[src/pkg/tsf_cfg.svh]
`ifndef TSF_CFG_SVH
`define TSF_CFG_SVH

// ----------------------------------------------------------------
// clocking and rates
// ----------------------------------------------------------------
`define TSF_CLK_HZ      40000000
`define TSF_BIT_RATE_HZ 1000000
`define TSF_HALF_DIV    (`TSF_CLK_HZ / (2 * `TSF_BIT_RATE_HZ))

// ----------------------------------------------------------------
// word and frame layout
// ----------------------------------------------------------------
`define TSF_WORD_BITS   24
`define TSF_MAX_TRACKS  4
`define TSF_SYNC_WORD   24'hfaf320
`define TSF_FILL_INFO   16'haaaa
`define TSF_CRC_POLY    16'h8005
`define TSF_CRC_INIT    16'h0000
`define TSF_FLEN_MIN    9'h081
`define TSF_FLEN_MAX    9'h1ff
`define TSF_FLEN_RST    9'h100
`define TSF_FIFO_DEPTH  16
`define TSF_TIME_WORDS  12'h003

// ----------------------------------------------------------------
// content labels
// ----------------------------------------------------------------
`define TSF_LBL_CMD_A   4'hf
`define TSF_LBL_STS_A   4'he
`define TSF_LBL_DAT_A   4'hd
`define TSF_LBL_ERR_A   4'hc
`define TSF_LBL_CMD_B   4'hb
`define TSF_LBL_STS_B   4'ha
`define TSF_LBL_DAT_B   4'h9
`define TSF_LBL_ERR_B   4'h8
`define TSF_LBL_T_HI    4'h7
`define TSF_LBL_T_LO    4'h6
`define TSF_LBL_T_US    4'h5
`define TSF_LBL_T_RSP   4'h4
`define TSF_LBL_USER0   4'h3
`define TSF_LBL_USER1   4'h2
`define TSF_LBL_FILL    4'h1
`define TSF_LBL_OVF     4'h0
`define TSF_LBL_CRC     4'h3

// ----------------------------------------------------------------
// register map
// ----------------------------------------------------------------
`define TSF_AXI_AW      8
`define TSF_OFS_CTRL    8'h00
`define TSF_OFS_BUS     8'h04
`define TSF_OFS_FLEN    8'h08
`define TSF_OFS_FCNT    8'h0c
`define TSF_OFS_LOST    8'h10
`define TSF_CTRL_RST    7'h01
`define TSF_BUS_RST     4'h0
`define TSF_CTRL_TK     2:0
`define TSF_CTRL_TIME   3
`define TSF_CTRL_CRC    4
`define TSF_CTRL_BIP    5
`define TSF_CTRL_RUN    6
`define TSF_RESP_OKAY   2'h0
`define TSF_RESP_SLVERR 2'h2

`endif

[src/pkg/tsf_pkg.sv]
`include "tsf_cfg.svh"

package tsf_pkg;

  typedef enum logic [1:0] {TSF_KIND_CMD, TSF_KIND_STS, TSF_KIND_DAT} tsf_kind_t;

  typedef struct packed {
    logic        aw_hold;
    logic [7:0]  aw_addr;
    logic        w_hold;
    logic [31:0] w_data;
    logic [3:0]  w_strb;
    logic        bvalid;
    logic [1:0]  bresp;
    logic        rvalid;
    logic [31:0] rdata;
    logic [1:0]  rresp;
    logic [6:0]  ctrl;
    logic [3:0]  bus_id;
    logic [8:0]  flen;
    logic [2:0]  a_tk;
    logic        a_time;
    logic        a_crc;
    logic        a_bip;
    logic [3:0]  a_bus;
    logic [8:0]  a_flen;
    logic [15:0] div;
    logic        half_ph;
    logic [4:0]  phase;
    logic [8:0]  slot;
    logic        started;
    logic [15:0] t_hi;
    logic [15:0] t_lo;
    logic [15:0] t_us;
    logic        ovf_pend;
    logic [15:0] lost;
    logic [15:0] fcnt;
  } tsf_state_t;

  typedef struct packed {
    logic [23:0] sreg;
    logic [15:0] crc;
    logic [14:0] scr;
    logic        in_crc;
    logic        cur;
    logic        line;
  } tsf_ser_t;

endpackage

[src/logic/tsf_word_fifo.sv]
`timescale 1ns/10ps
module tsf_word_fifo #(
  parameter int W = 20,
  parameter int D = `TSF_FIFO_DEPTH
) (
  input  wire logic         aclk,
  input  wire logic         aresetn,
  input  wire logic         in_valid,
  output logic              in_ready,
  input  wire logic [W-1:0] in_data,
  output logic              out_valid,
  input  wire logic         out_ready,
  output logic [W-1:0]      out_data
);
  localparam int AW = $clog2(D);
  typedef struct packed {
    logic [D-1:0][W-1:0] mem;
    logic [AW-1:0]       wp;
    logic [AW-1:0]       rp;
    logic [AW:0]         cnt;
  } tsf_fifo_t;

  tsf_fifo_t s;
  tsf_fifo_t next_s;
  logic      push;
  logic      pop;

  assign in_ready  = s.cnt != (AW+1)'(D);
  assign out_valid = s.cnt != '0;
  assign out_data  = s.mem[s.rp];
  assign push      = in_valid && in_ready;
  assign pop       = out_valid && out_ready;

  always_comb begin
    next_s = s;
    if (push) begin
      next_s.mem[s.wp] = in_data;
      next_s.wp = (s.wp == AW'(D-1)) ? '0 : s.wp + 1'b1;
    end
    if (pop) begin
      next_s.rp = (s.rp == AW'(D-1)) ? '0 : s.rp + 1'b1;
    end
    next_s.cnt = s.cnt + (AW+1)'(push) - (AW+1)'(pop);
  end

  always_ff @(posedge aclk) begin
    if (!aresetn) begin
      s <= '0;
    end else begin
      s <= next_s;
    end
  end
endmodule

[src/logic/tsf_track_ser.sv]
`timescale 1ns/10ps
module tsf_track_ser (
  input  wire logic        aclk,
  input  wire logic        aresetn,
  input  wire logic        active,
  input  wire logic        bit_en,
  input  wire logic        half_en,
  input  wire logic        biphase,
  input  wire logic        load,
  input  wire logic        load_sync,
  input  wire logic        load_crc,
  input  wire logic [23:0] load_word,
  output logic             line
);
  import tsf_pkg::*;

  tsf_ser_t    s;
  tsf_ser_t    next_s;
  logic [23:0] w;
  logic        nb;
  logic        rn;
  logic        fb;
  logic [15:0] base;

  assign line = s.line;

  always_comb begin
    next_s = s;
    w    = load_crc ? {load_word[23:16], s.crc} : load_word;
    nb   = load ? w[23] : s.sreg[22];
    rn   = nb ^ s.scr[13] ^ s.scr[14];
    base = (load && load_sync) ? `TSF_CRC_INIT : s.crc;
    fb   = base[15] ^ nb;
    if (!active) begin
      next_s = '0;
    end else if (bit_en) begin
      next_s.sreg = load ? w : {s.sreg[22:0], 1'b0};
      if (load) begin
        next_s.in_crc = load_crc;
      end
      if (!(load ? load_crc : s.in_crc)) begin
        next_s.crc = {base[14:0], 1'b0} ^ (fb ? `TSF_CRC_POLY : '0);
      end
      next_s.scr  = {s.scr[13:0], rn};
      next_s.cur  = nb;
      next_s.line = biphase ? nb : rn;
    end else if (half_en && biphase) begin
      next_s.line = ~s.cur;
    end
  end

  always_ff @(posedge aclk) begin
    if (!aresetn) begin
      s <= '0;
    end else begin
      s <= next_s;
    end
  end
endmodule

[src/logic/tsf_formatter.sv]
// What this block does
// - each track stream is line coded as randomized NRZ-level or bi-phase-level
// - one PCM stream per track, successive streams offset by 24/track_count bits
// - track count is set per monitored bus, at most four tracks
// - every track stream opens each frame with its own 24-bit sync word
// - frame length in words is fixed and equal for all tracks of the bus
// - words are serialized most significant bit first, bit 1 leading
// - optional check word appended to every frame of every track stream
// - four tracks with time: streams 1-3 carry high, low, microsecond time words
// - four tracks with time: stream 4 carries first data word after sync
// - fewer tracks distribute time and data words track by track in rotation
// - without frame time, data words follow the sync word directly
// - the bus side is a passive monitor only, it never transmits
// - formatted word is bus label, content label, 16-bit information field
// - bus word sync pattern and parity bit are stripped, 16 bits kept
// - every captured, auxiliary and time word gets a 4-bit content label
// - bus-word bit 4 lands in formatted bit 9, order kept
// - bus error words labelled 1100 primary, 1000 secondary, info kept
// - sync, Manchester, parity, contiguity and bit-count faults are bus errors
// - bus label bits 1-4 hold bus number minus one
// - time labels 0111-0100, user 0011/0010, fill 0001, overflow 0000
// - input buffering keeps bus data across output slots
// - sync word is FAF320 hex, first word of each frame
// - frame length fixed by fill words, between 129 and 511 words
// - fill words carry information pattern AAAA hex
// - check word holds CRC-16 x16+x15+x2+1 in bits 9-24, last in frame
`timescale 1ns/10ps
module tsf_formatter #(
  parameter int HALF_DIV = `TSF_HALF_DIV,
  parameter int NTRK     = `TSF_MAX_TRACKS,
  parameter int DEPTH    = `TSF_FIFO_DEPTH
) (
  input  wire logic                   aclk,
  input  wire logic                   aresetn,
  input  wire logic [`TSF_AXI_AW-1:0] s_axi_awaddr,
  input  wire logic                   s_axi_awvalid,
  output logic                        s_axi_awready,
  input  wire logic [31:0]            s_axi_wdata,
  input  wire logic [3:0]             s_axi_wstrb,
  input  wire logic                   s_axi_wvalid,
  output logic                        s_axi_wready,
  output logic [1:0]                  s_axi_bresp,
  output logic                        s_axi_bvalid,
  input  wire logic                   s_axi_bready,
  input  wire logic [`TSF_AXI_AW-1:0] s_axi_araddr,
  input  wire logic                   s_axi_arvalid,
  output logic                        s_axi_arready,
  output logic [31:0]                 s_axi_rdata,
  output logic [1:0]                  s_axi_rresp,
  output logic                        s_axi_rvalid,
  input  wire logic                   s_axi_rready,
  input  wire logic                   mon_valid,
  input  wire logic [19:0]            mon_word,
  input  wire logic                   mon_chan_b,
  input  wire tsf_pkg::tsf_kind_t     mon_kind,
  input  wire logic                   mon_sync_err,
  input  wire logic                   mon_manch_err,
  input  wire logic                   mon_contig_err,
  input  wire logic                   mon_bitcnt_err,
  input  wire logic                   resp_valid,
  input  wire logic [15:0]            resp_time,
  input  wire logic                   aux_valid,
  input  wire logic                   aux_sel,
  input  wire logic [15:0]            aux_word,
  input  wire logic [15:0]            time_hi,
  input  wire logic [15:0]            time_lo,
  input  wire logic [15:0]            time_us,
  output logic                        rec_clk,
  output logic [NTRK-1:0]             track_line
);
  import tsf_pkg::*;

  tsf_state_t      s;
  tsf_state_t      next_s;
  logic            run;
  logic            half_en;
  logic            bit_en;
  logic [8:0]      ns;
  logic [8:0]      cur_slot;
  logic            fstart;
  logic [NTRK-1:0] ld;
  logic [1:0]      kk;
  logic [11:0]     tidx;
  logic            w_sync;
  logic            w_crc;
  logic [23:0]     w_out;
  logic            f_in_valid;
  logic            f_in_ready;
  logic [19:0]     f_in_data;
  logic            f_out_valid;
  logic            f_out_ready;
  logic [19:0]     f_out_data;
  logic            mon_err;
  logic [3:0]      mon_lbl;
  logic [19:0]     src_data;
  logic            src_any;
  logic            multi;
  logic            lost_ev;
  logic            aw_ok;
  logic            w_ok;
  logic [7:0]      waddr;
  logic [31:0]     wdat;
  logic [31:0]     wmask;
  logic [31:0]     wv;
  logic [6:0]      new_ctrl;
  logic            lost_clr;

  function automatic logic [4:0] tsf_off(input logic [2:0] tk);
    unique case (tk)
      3'h2:    tsf_off = 5'(`TSF_WORD_BITS / 2);
      3'h3:    tsf_off = 5'(`TSF_WORD_BITS / 3);
      3'h4:    tsf_off = 5'(`TSF_WORD_BITS / 4);
      default: tsf_off = 5'(`TSF_WORD_BITS - 1);
    endcase
  endfunction

  // ----------------------------------------------------------------
  // bus handshakes
  // ----------------------------------------------------------------
  assign s_axi_awready = !s.aw_hold && !s.bvalid;
  assign s_axi_wready  = !s.w_hold && !s.bvalid;
  assign s_axi_bvalid  = s.bvalid;
  assign s_axi_bresp   = s.bresp;
  assign s_axi_arready = !s.rvalid;
  assign s_axi_rvalid  = s.rvalid;
  assign s_axi_rdata   = s.rdata;
  assign s_axi_rresp   = s.rresp;

  // ----------------------------------------------------------------
  // bit timing
  // ----------------------------------------------------------------
  assign run     = s.ctrl[`TSF_CTRL_RUN];
  assign half_en = run && (s.div == 16'(HALF_DIV - 1));
  assign bit_en  = half_en && s.half_ph;
  assign rec_clk = s.half_ph;
  assign ns      = (!s.started || s.slot == s.a_flen - 9'h001) ? '0 : s.slot + 9'h001;
  assign cur_slot = (s.phase == '0) ? ns : s.slot;
  assign fstart  = bit_en && s.phase == '0 && ns == '0;

  // ----------------------------------------------------------------
  // monitored bus capture
  // ----------------------------------------------------------------
  always_comb begin
    // receive only: no transmit path exists toward the bus
    mon_err = mon_sync_err || mon_manch_err || mon_contig_err || mon_bitcnt_err
              || !(^mon_word[16:0]);
    unique case (mon_kind)
      TSF_KIND_CMD: mon_lbl = mon_chan_b ? `TSF_LBL_CMD_B : `TSF_LBL_CMD_A;
      TSF_KIND_STS: mon_lbl = mon_chan_b ? `TSF_LBL_STS_B : `TSF_LBL_STS_A;
      default:      mon_lbl = mon_chan_b ? `TSF_LBL_DAT_B : `TSF_LBL_DAT_A;
    endcase
    if (mon_err) begin
      mon_lbl = mon_chan_b ? `TSF_LBL_ERR_B : `TSF_LBL_ERR_A;
    end
    src_any = mon_valid || resp_valid || aux_valid;
    multi   = (mon_valid && (resp_valid || aux_valid)) || (resp_valid && aux_valid);
    if (mon_valid) begin
      src_data = {mon_lbl, mon_word[16:1]};
    end else if (resp_valid) begin
      src_data = {`TSF_LBL_T_RSP, resp_time};
    end else begin
      src_data = {aux_sel ? `TSF_LBL_USER1 : `TSF_LBL_USER0, aux_word};
    end
    f_in_valid = s.ovf_pend || src_any;
    f_in_data  = s.ovf_pend ? {`TSF_LBL_OVF, s.lost} : src_data;
    lost_ev    = (src_any && !(f_in_ready && !s.ovf_pend)) || multi;
  end

  tsf_word_fifo #(
    .W (20),
    .D (DEPTH)
  ) u_fifo (
    .aclk      (aclk),
    .aresetn   (aresetn),
    .in_valid  (f_in_valid),
    .in_ready  (f_in_ready),
    .in_data   (f_in_data),
    .out_valid (f_out_valid),
    .out_ready (f_out_ready),
    .out_data  (f_out_data)
  );

  // ----------------------------------------------------------------
  // word scheduling across tracks
  // ----------------------------------------------------------------
  always_comb begin
    ld = '0;
    kk = '0;
    for (int k = 0; k < NTRK; k++) begin
      if (bit_en && 3'(k) < s.a_tk && s.phase == 5'(k * tsf_off(s.a_tk))) begin
        ld[k] = 1'b1;
        kk    = 2'(k);
      end
    end
    tidx   = 12'((12'(cur_slot) - 12'h001) * 12'(s.a_tk) + 12'(kk));
    w_sync = cur_slot == '0;
    w_crc  = s.a_crc && cur_slot == s.a_flen - 9'h001;
    f_out_ready = 1'b0;
    if (w_sync) begin
      w_out = `TSF_SYNC_WORD;
    end else if (w_crc) begin
      w_out = {s.a_bus, `TSF_LBL_CRC, 16'h0000};
    end else if (s.a_time && tidx < `TSF_TIME_WORDS) begin
      unique case (tidx[1:0])
        2'h0:    w_out = {s.a_bus, `TSF_LBL_T_HI, s.t_hi};
        2'h1:    w_out = {s.a_bus, `TSF_LBL_T_LO, s.t_lo};
        default: w_out = {s.a_bus, `TSF_LBL_T_US, s.t_us};
      endcase
    end else if (f_out_valid) begin
      w_out = {s.a_bus, f_out_data};
      f_out_ready = |ld;
    end else begin
      w_out = {s.a_bus, `TSF_LBL_FILL, `TSF_FILL_INFO};
    end
  end

  genvar g;
  generate
    for (g = 0; g < NTRK; g++) begin : gen_trk
      tsf_track_ser u_ser (
        .aclk      (aclk),
        .aresetn   (aresetn),
        .active    (run && 3'(g) < s.a_tk),
        .bit_en    (bit_en),
        .half_en   (half_en),
        .biphase   (s.a_bip),
        .load      (ld[g]),
        .load_sync (w_sync),
        .load_crc  (w_crc),
        .load_word (w_out),
        .line      (track_line[g])
      );
    end
  endgenerate

  // ----------------------------------------------------------------
  // register writes and state update
  // ----------------------------------------------------------------
  always_comb begin
    next_s = s;
    aw_ok  = s.aw_hold || s_axi_awvalid;
    w_ok   = s.w_hold || s_axi_wvalid;
    waddr  = s.aw_hold ? s.aw_addr : s_axi_awaddr;
    wdat   = s.w_hold ? s.w_data : s_axi_wdata;
    for (int b = 0; b < 4; b++) begin
      wmask[b*8 +: 8] = {8{s.w_hold ? s.w_strb[b] : s_axi_wstrb[b]}};
    end
    wv       = '0;
    new_ctrl = s.ctrl;
    lost_clr = 1'b0;
    if (s_axi_awready && s_axi_awvalid) begin
      next_s.aw_hold = 1'b1;
      next_s.aw_addr = s_axi_awaddr;
    end
    if (s_axi_wready && s_axi_wvalid) begin
      next_s.w_hold = 1'b1;
      next_s.w_data = s_axi_wdata;
      next_s.w_strb = s_axi_wstrb;
    end
    if (s.bvalid && s_axi_bready) begin
      next_s.bvalid = 1'b0;
    end
    if (!s.bvalid && aw_ok && w_ok) begin
      next_s.aw_hold = 1'b0;
      next_s.w_hold  = 1'b0;
      next_s.bvalid  = 1'b1;
      next_s.bresp   = `TSF_RESP_OKAY;
      unique case (waddr)
        `TSF_OFS_CTRL: begin
          wv       = (32'(s.ctrl) & ~wmask) | (wdat & wmask);
          new_ctrl = wv[6:0];
          if (wv[`TSF_CTRL_TK] == '0) begin
            new_ctrl[`TSF_CTRL_TK] = 3'h1;
          end else if (wv[`TSF_CTRL_TK] > 3'(NTRK)) begin
            new_ctrl[`TSF_CTRL_TK] = 3'(NTRK);
          end
          next_s.ctrl = new_ctrl;
        end
        `TSF_OFS_BUS: begin
          wv = (32'(s.bus_id) & ~wmask) | (wdat & wmask);
          next_s.bus_id = wv[3:0];
        end
        `TSF_OFS_FLEN: begin
          wv = (32'(s.flen) & ~wmask) | (wdat & wmask);
          if (wv >= 32'(`TSF_FLEN_MIN) && wv <= 32'(`TSF_FLEN_MAX)) begin
            next_s.flen = wv[8:0];
          end
        end
        `TSF_OFS_FCNT: begin
        end
        `TSF_OFS_LOST: lost_clr = 1'b1;
        default: next_s.bresp = `TSF_RESP_SLVERR;
      endcase
    end
    if (s.rvalid && s_axi_rready) begin
      next_s.rvalid = 1'b0;
    end
    if (s_axi_arready && s_axi_arvalid) begin
      next_s.rvalid = 1'b1;
      next_s.rresp  = `TSF_RESP_OKAY;
      unique case (s_axi_araddr)
        `TSF_OFS_CTRL: next_s.rdata = 32'(s.ctrl);
        `TSF_OFS_BUS:  next_s.rdata = 32'(s.bus_id);
        `TSF_OFS_FLEN: next_s.rdata = 32'(s.flen);
        `TSF_OFS_FCNT: next_s.rdata = 32'(s.fcnt);
        `TSF_OFS_LOST: next_s.rdata = 32'(s.lost);
        default: begin
          next_s.rdata = '0;
          next_s.rresp = `TSF_RESP_SLVERR;
        end
      endcase
    end
    // overflow bookkeeping, a new loss wins over a clear
    if (lost_clr) begin
      next_s.lost = '0;
    end
    if (s.ovf_pend && f_in_ready) begin
      next_s.ovf_pend = 1'b0;
    end
    if (lost_ev) begin
      next_s.lost     = (lost_clr ? 16'h0000 : s.lost) + 16'h0001;
      next_s.ovf_pend = 1'b1;
    end
    if (!run) begin
      next_s.div     = '0;
      next_s.half_ph = 1'b1;
      next_s.phase   = '0;
      next_s.started = 1'b0;
      next_s.a_tk    = s.ctrl[`TSF_CTRL_TK];
      next_s.a_time  = s.ctrl[`TSF_CTRL_TIME];
      next_s.a_crc   = s.ctrl[`TSF_CTRL_CRC];
      next_s.a_bip   = s.ctrl[`TSF_CTRL_BIP];
      next_s.a_bus   = s.bus_id;
      next_s.a_flen  = s.flen;
    end else begin
      next_s.div = half_en ? '0 : s.div + 16'h0001;
      if (half_en) begin
        next_s.half_ph = ~s.half_ph;
      end
      if (bit_en) begin
        next_s.phase = (s.phase == 5'(`TSF_WORD_BITS - 1)) ? '0 : s.phase + 5'h01;
        if (s.phase == '0) begin
          next_s.slot    = ns;
          next_s.started = 1'b1;
        end
      end
      if (fstart) begin
        // config and time only change on frame boundaries
        next_s.a_tk   = s.ctrl[`TSF_CTRL_TK];
        next_s.a_time = s.ctrl[`TSF_CTRL_TIME];
        next_s.a_crc  = s.ctrl[`TSF_CTRL_CRC];
        next_s.a_bip  = s.ctrl[`TSF_CTRL_BIP];
        next_s.a_bus  = s.bus_id;
        next_s.a_flen = s.flen;
        next_s.t_hi   = time_hi;
        next_s.t_lo   = time_lo;
        next_s.t_us   = time_us;
        next_s.fcnt   = s.fcnt + 16'h0001;
      end
    end
  end

  always_ff @(posedge aclk) begin
    if (!aresetn) begin
      s         <= '0;
      s.ctrl    <= `TSF_CTRL_RST;
      s.bus_id  <= `TSF_BUS_RST;
      s.flen    <= `TSF_FLEN_RST;
      s.a_tk    <= 3'h1;
      s.a_flen  <= `TSF_FLEN_RST;
      s.half_ph <= 1'b1;
    end else begin
      s <= next_s;
    end
  end
endmodule

[config.mk]
export PLATFORM = sky130hd
export DESIGN_NAME = tsf_formatter
export DESIGN_NICKNAME = d
export VERILOG_FILES = /design/src/pkg/tsf_pkg.sv /design/src/logic/tsf_word_fifo.sv /design/src/logic/tsf_track_ser.sv /design/src/logic/tsf_formatter.sv
export VERILOG_INCLUDE_DIRS = /design/src /design/src/pkg
export SDC_FILE = /design/constraint.sdc
export NUM_CORES = 2
export LEC_CHECK = 0
export ABC_AREA = 1
export CAP_MARGIN = 10
export CORE_MARGIN = 4
export CORE_UTILIZATION = 43
export DETAILED_ROUTE_END_ITERATION = 8
export DONT_BUFFER_PORTS = 1
export PLACE_DENSITY = 0.7
export SLEW_MARGIN = 20
export SYNTH_ARGS = -nofsm -noshare
export SYNTH_HDL_FRONTEND = slang
export SYNTH_SLANG_ARGS = --single-unit
[constraint.sdc]
create_clock -name aclk -period 8.89 [get_ports aclk]
set_input_delay 1.3335 -clock aclk [delete_from_list [all_inputs] [get_ports aclk]]
set_output_delay 1.3335 -clock aclk [all_outputs]
set_load 0.05 [all_outputs]
==> results.json <==
{
  "cts_num_sinks": 779,
  "die_boundary_height_um": 301,
  "mappedNetlistArea_sq_um": 36900,
  "grt_antenna_before_repair": 2,
  "worst_hold_path_type": "reg -> reg",
  "grt_first_pass_wirelength_um": 172000,
  "grt_remaining_overflow": 0,
  "share_of_the_yosys_chip_area_belonging_to_registers_pct": 42.3,
  "max_frequency_mhz": 127,
  "critical_path.max_stage_delay_ps": 440,
  "top_level_ports": 216,
  "tritoncts": "done",
  "setup_viol_count_final": 0,
  "final-seq-area_sq_um": 15600,
  "die-area_sq_um": 90500,
  "cts.reportedPaths.clkPinSlew_ps": 60,
  "post_route_skew_ps": 22.4,
  "synth.distinct_cells": 65,
  "worst_skew_pair.late_latency_ps": 630,
  "buffer_ports.inserted": 0,
  "power_leakage_nw": 15.1,
  "hold_buffers": 0,
  "drt_first_pass_iters": 6,
  "std_cell_rows": 107,
  "worstReg2RegEnd": "u_fifo.s[4]",
  "numCtsBuffers": 79,
  "timing.critical_path.required_ps": 9400,
  "top_cells_by_instance_count_after_synthesis": "sky130_fd_sc_hd__nand2_1, sky130_fd_sc_hd__dfxtp_1, sky130_fd_sc_hd__o21ai_0, sky130_fd_sc_hd__a21oi_1, sky130_fd_sc_hd__nor2_1",
  "synth_top_area_cell": "sky130_fd_sc_hd__dfxtp_1",
  "timing.final.max_slew_violations": 0,
  "hold_viol_final": 0,
  "peakVddDrop_v": 0.000176,
  "synthesis.instances": 5218,
  "gpl.final_weighted_congestion": 0.887,
  "cts.root.buffer_cell": "sky130_fd_sc_hd__clkbuf_16",
  "finalCriticalPeriod_ps": 7900,
  "first_global_vias": 31500,
  "setup_total_negative_slack_ps": 0,
  "postCtsSetupRepairBufs": 0,
  "cp_slowest_cell": "sky130_fd_sc_hd__fa_1",
  "post_route_cells_drive_above_1_share_pct": 6.28,
  "post-layout-total-power_mw": 8.40,
  "ant_nets": 0,
  "max-slew-margin-rel_pct": 27.6,
  "crit_type": "reg -> reg",
  "cpLargestDelayFamily": "simple AND/OR/NAND/NOR gates",
  "synth.most_common_cell": "sky130_fd_sc_hd__nand2_1",
  "detail_route.vias_per_cell": 5.58,
  "fp.coreArea_sq_um": 85100,
  "path_common_cell": "sky130_fd_sc_hd__nand2_1",
  "final_worst_path_period_share_pct": 88.9,
  "drt_initial_violations": 3658,
  "tightest_slew_ps": 1080,
  "postRouteWirelength_um": 110000,
  "syn_area_per_cell_sq_um": 7.07,
  "start_kind": "flip-flop",
  "ctsHtreeMaxLevel": 3,
  "fill_cells": 8491,
  "synth_async_sr_flop_share_pct": 0,
  "synth_edf_count": 0,
  "result_of_the_run": "finished clean",
  "hold_path.startpoint": "u_fifo.s[75]",
  "end_kind": "flip-flop",
  "postCtsResizedCells": 0,
  "worstHoldPathCells": 2,
  "synthesis.yosys.warnings": 0,
  "synth_top_flop_cell": "sky130_fd_sc_hd__dfxtp_1",
  "drc": 0,
  "synthDominantCellAreaShare_pct": 42.3,
  "maxCapViolations": 0,
  "r2r_setup_slk_ps": 990,
  "worst_hold_path.endpoint": "u_fifo.s[75]",
  "cp_max_fo": 20,
  "r2r_cells": 49,
  "cts-root-to-sink-buffers": 3,
  "grt_start_max_net_pins": 454,
  "place_inst": 6061,
  "starting_density_pct": 43.3,
  "dpl.hpwl_um": 70200,
  "gr-usage-all-layers_pct": 23.4,
  "routed_wire_length_per_instance_um": 17.7,
  "multi_input_comb_area_sq_um": 18300,
  "nNetsFinal": 5222,
  "post_layout_nonfiller_instances": 6207,
  "die-width_um": 301,
  "power.density_nw_per_um2": 210,
  "biggest_area_contributors_in_the_synthesized_netlist": "sky130_fd_sc_hd__dfxtp_1, sky130_fd_sc_hd__o21ai_0, sky130_fd_sc_hd__a21oi_1, sky130_fd_sc_hd__nand2_1, sky130_fd_sc_hd__nor2_1",
  "synth.ff_latch_count": 779,
  "reg2reg_from": "s[113]",
  "via_count": 34600,
  "area_growth_pct": 8.55,
  "grt_setup_unrepaired": "no",
  "cp_num_buf_inv": 7,
  "cp_data_arrival_time_ps": 8410
}
## area by class of cell
class	count	share of cell area, %
Multi-Input combinational cell	3699	45.8
Sequential cell	779	39.0
Clock buffer	125	6.16
Inverter	383	3.61
Tap cell	1144	3.58
Timing Repair Buffer	56	1.05
Clock inverter	20	0.813
Antenna cell	1	0.00625
## layout by cell type (no fill, tap or decap), types with 20 or more instances in the layout
cell / n
sky130_fd_sc_hd__nand2_1: 846
sky130_fd_sc_hd__dfxtp_1: 777
sky130_fd_sc_hd__o21ai_0: 747
sky130_fd_sc_hd__a21oi_1: 741
sky130_fd_sc_hd__nor2_1: 611
sky130_fd_sc_hd__inv_1: 352
sky130_fd_sc_hd__nand3_1: 165
sky130_fd_sc_hd__clkbuf_16: 84
sky130_fd_sc_hd__nor3_1: 68
sky130_fd_sc_hd__buf_4: 56
sky130_fd_sc_hd__o22ai_1: 53
sky130_fd_sc_hd__ha_1: 43
sky130_fd_sc_hd__xor2_1: 41
sky130_fd_sc_hd__nand4_1: 35
sky130_fd_sc_hd__nor2_2: 33
sky130_fd_sc_hd__o211ai_1: 26
sky130_fd_sc_hd__o221ai_1: 26
sky130_fd_sc_hd__nand3_2: 24
sky130_fd_sc_hd__a31oi_1: 24
sky130_fd_sc_hd__nor4_1: 23
sky130_fd_sc_hd__clkbuf_8: 21
sky130_fd_sc_hd__clkbuf_1: 20
## worst max path at each step
stage                      start           to  slack [ps]  cells past startpoint
final                     s[113]  u_fifo.s[4]         990                     49
after global routing      s[113]  u_fifo.s[4]         250                     49
after CTS                 s[113]  u_fifo.s[4]        1020                     49
after detailed placement  s[113]  u_fifo.s[4]        1110                     49
after global placement    s[113]  u_fifo.s[4]        1200                     49
after floorplan           s[113]  u_fifo.s[4]        2330                     44
## kinds of logic after synthesis
group                      synth area share (%)
and+or+nand+nor                            21.5
AOI/OAI and AO/OA                          24.2
DFF                                        42.3
buffers and inverters                      8.37
xor gates and xnor gates                   1.33
adders and majority gates                  2.06
muxes                                     0.193
other                                    0.0102
## flip-flops by register name, indices dropped and copies added, names as in the netlist, named ones only
signal	flops
s_axi_rdata	16
s_axi_rresp	1
gen_trk.u_ser.s	224
s_axi_rvalid	1
s_axi_bvalid	1
s	189
rec_clk	1
gen_trk.u_ser.line	4
u_fifo.s	333
s_axi_bresp	1
## metal layers
metal	track usage (%)	wire [um]	up-vias
li1	-	-	17000
met1	31.1	46500	16100
met2	37.5	49600	1371
met3	3.95	9160	201
met4	10.1	4380	2
met5	0	8	-
## metrics by stage
stage	hold WS [ps]	util (%)	area (sq um)	worst slack (ps)
floorplan	418	-	36900	2330
global placement	434	43.7	37200	1200
detailed placement	440	43.7	37200	1110
CTS	449	47.0	40000	1020
global route	467	47.0	40000	252
finish	447	47.0	40000	988
## where the power goes
part | switching (mW) | internal, mW
combinational | 0.752 | 0.292
clock | 1.42 | 2.14
sequential | 0.108 | 3.68
## worst register-to-register path, delay by kind of cell (launching register included)
family	cells	cell delay, ps
compound gates	6	790
xor+xnor	1	240
fa+ha+maj	8	2460
buf+inv	7	820
flops	1	340
simple gates	27	3140
No activity file was read; power rests on OpenSTA's default activity.
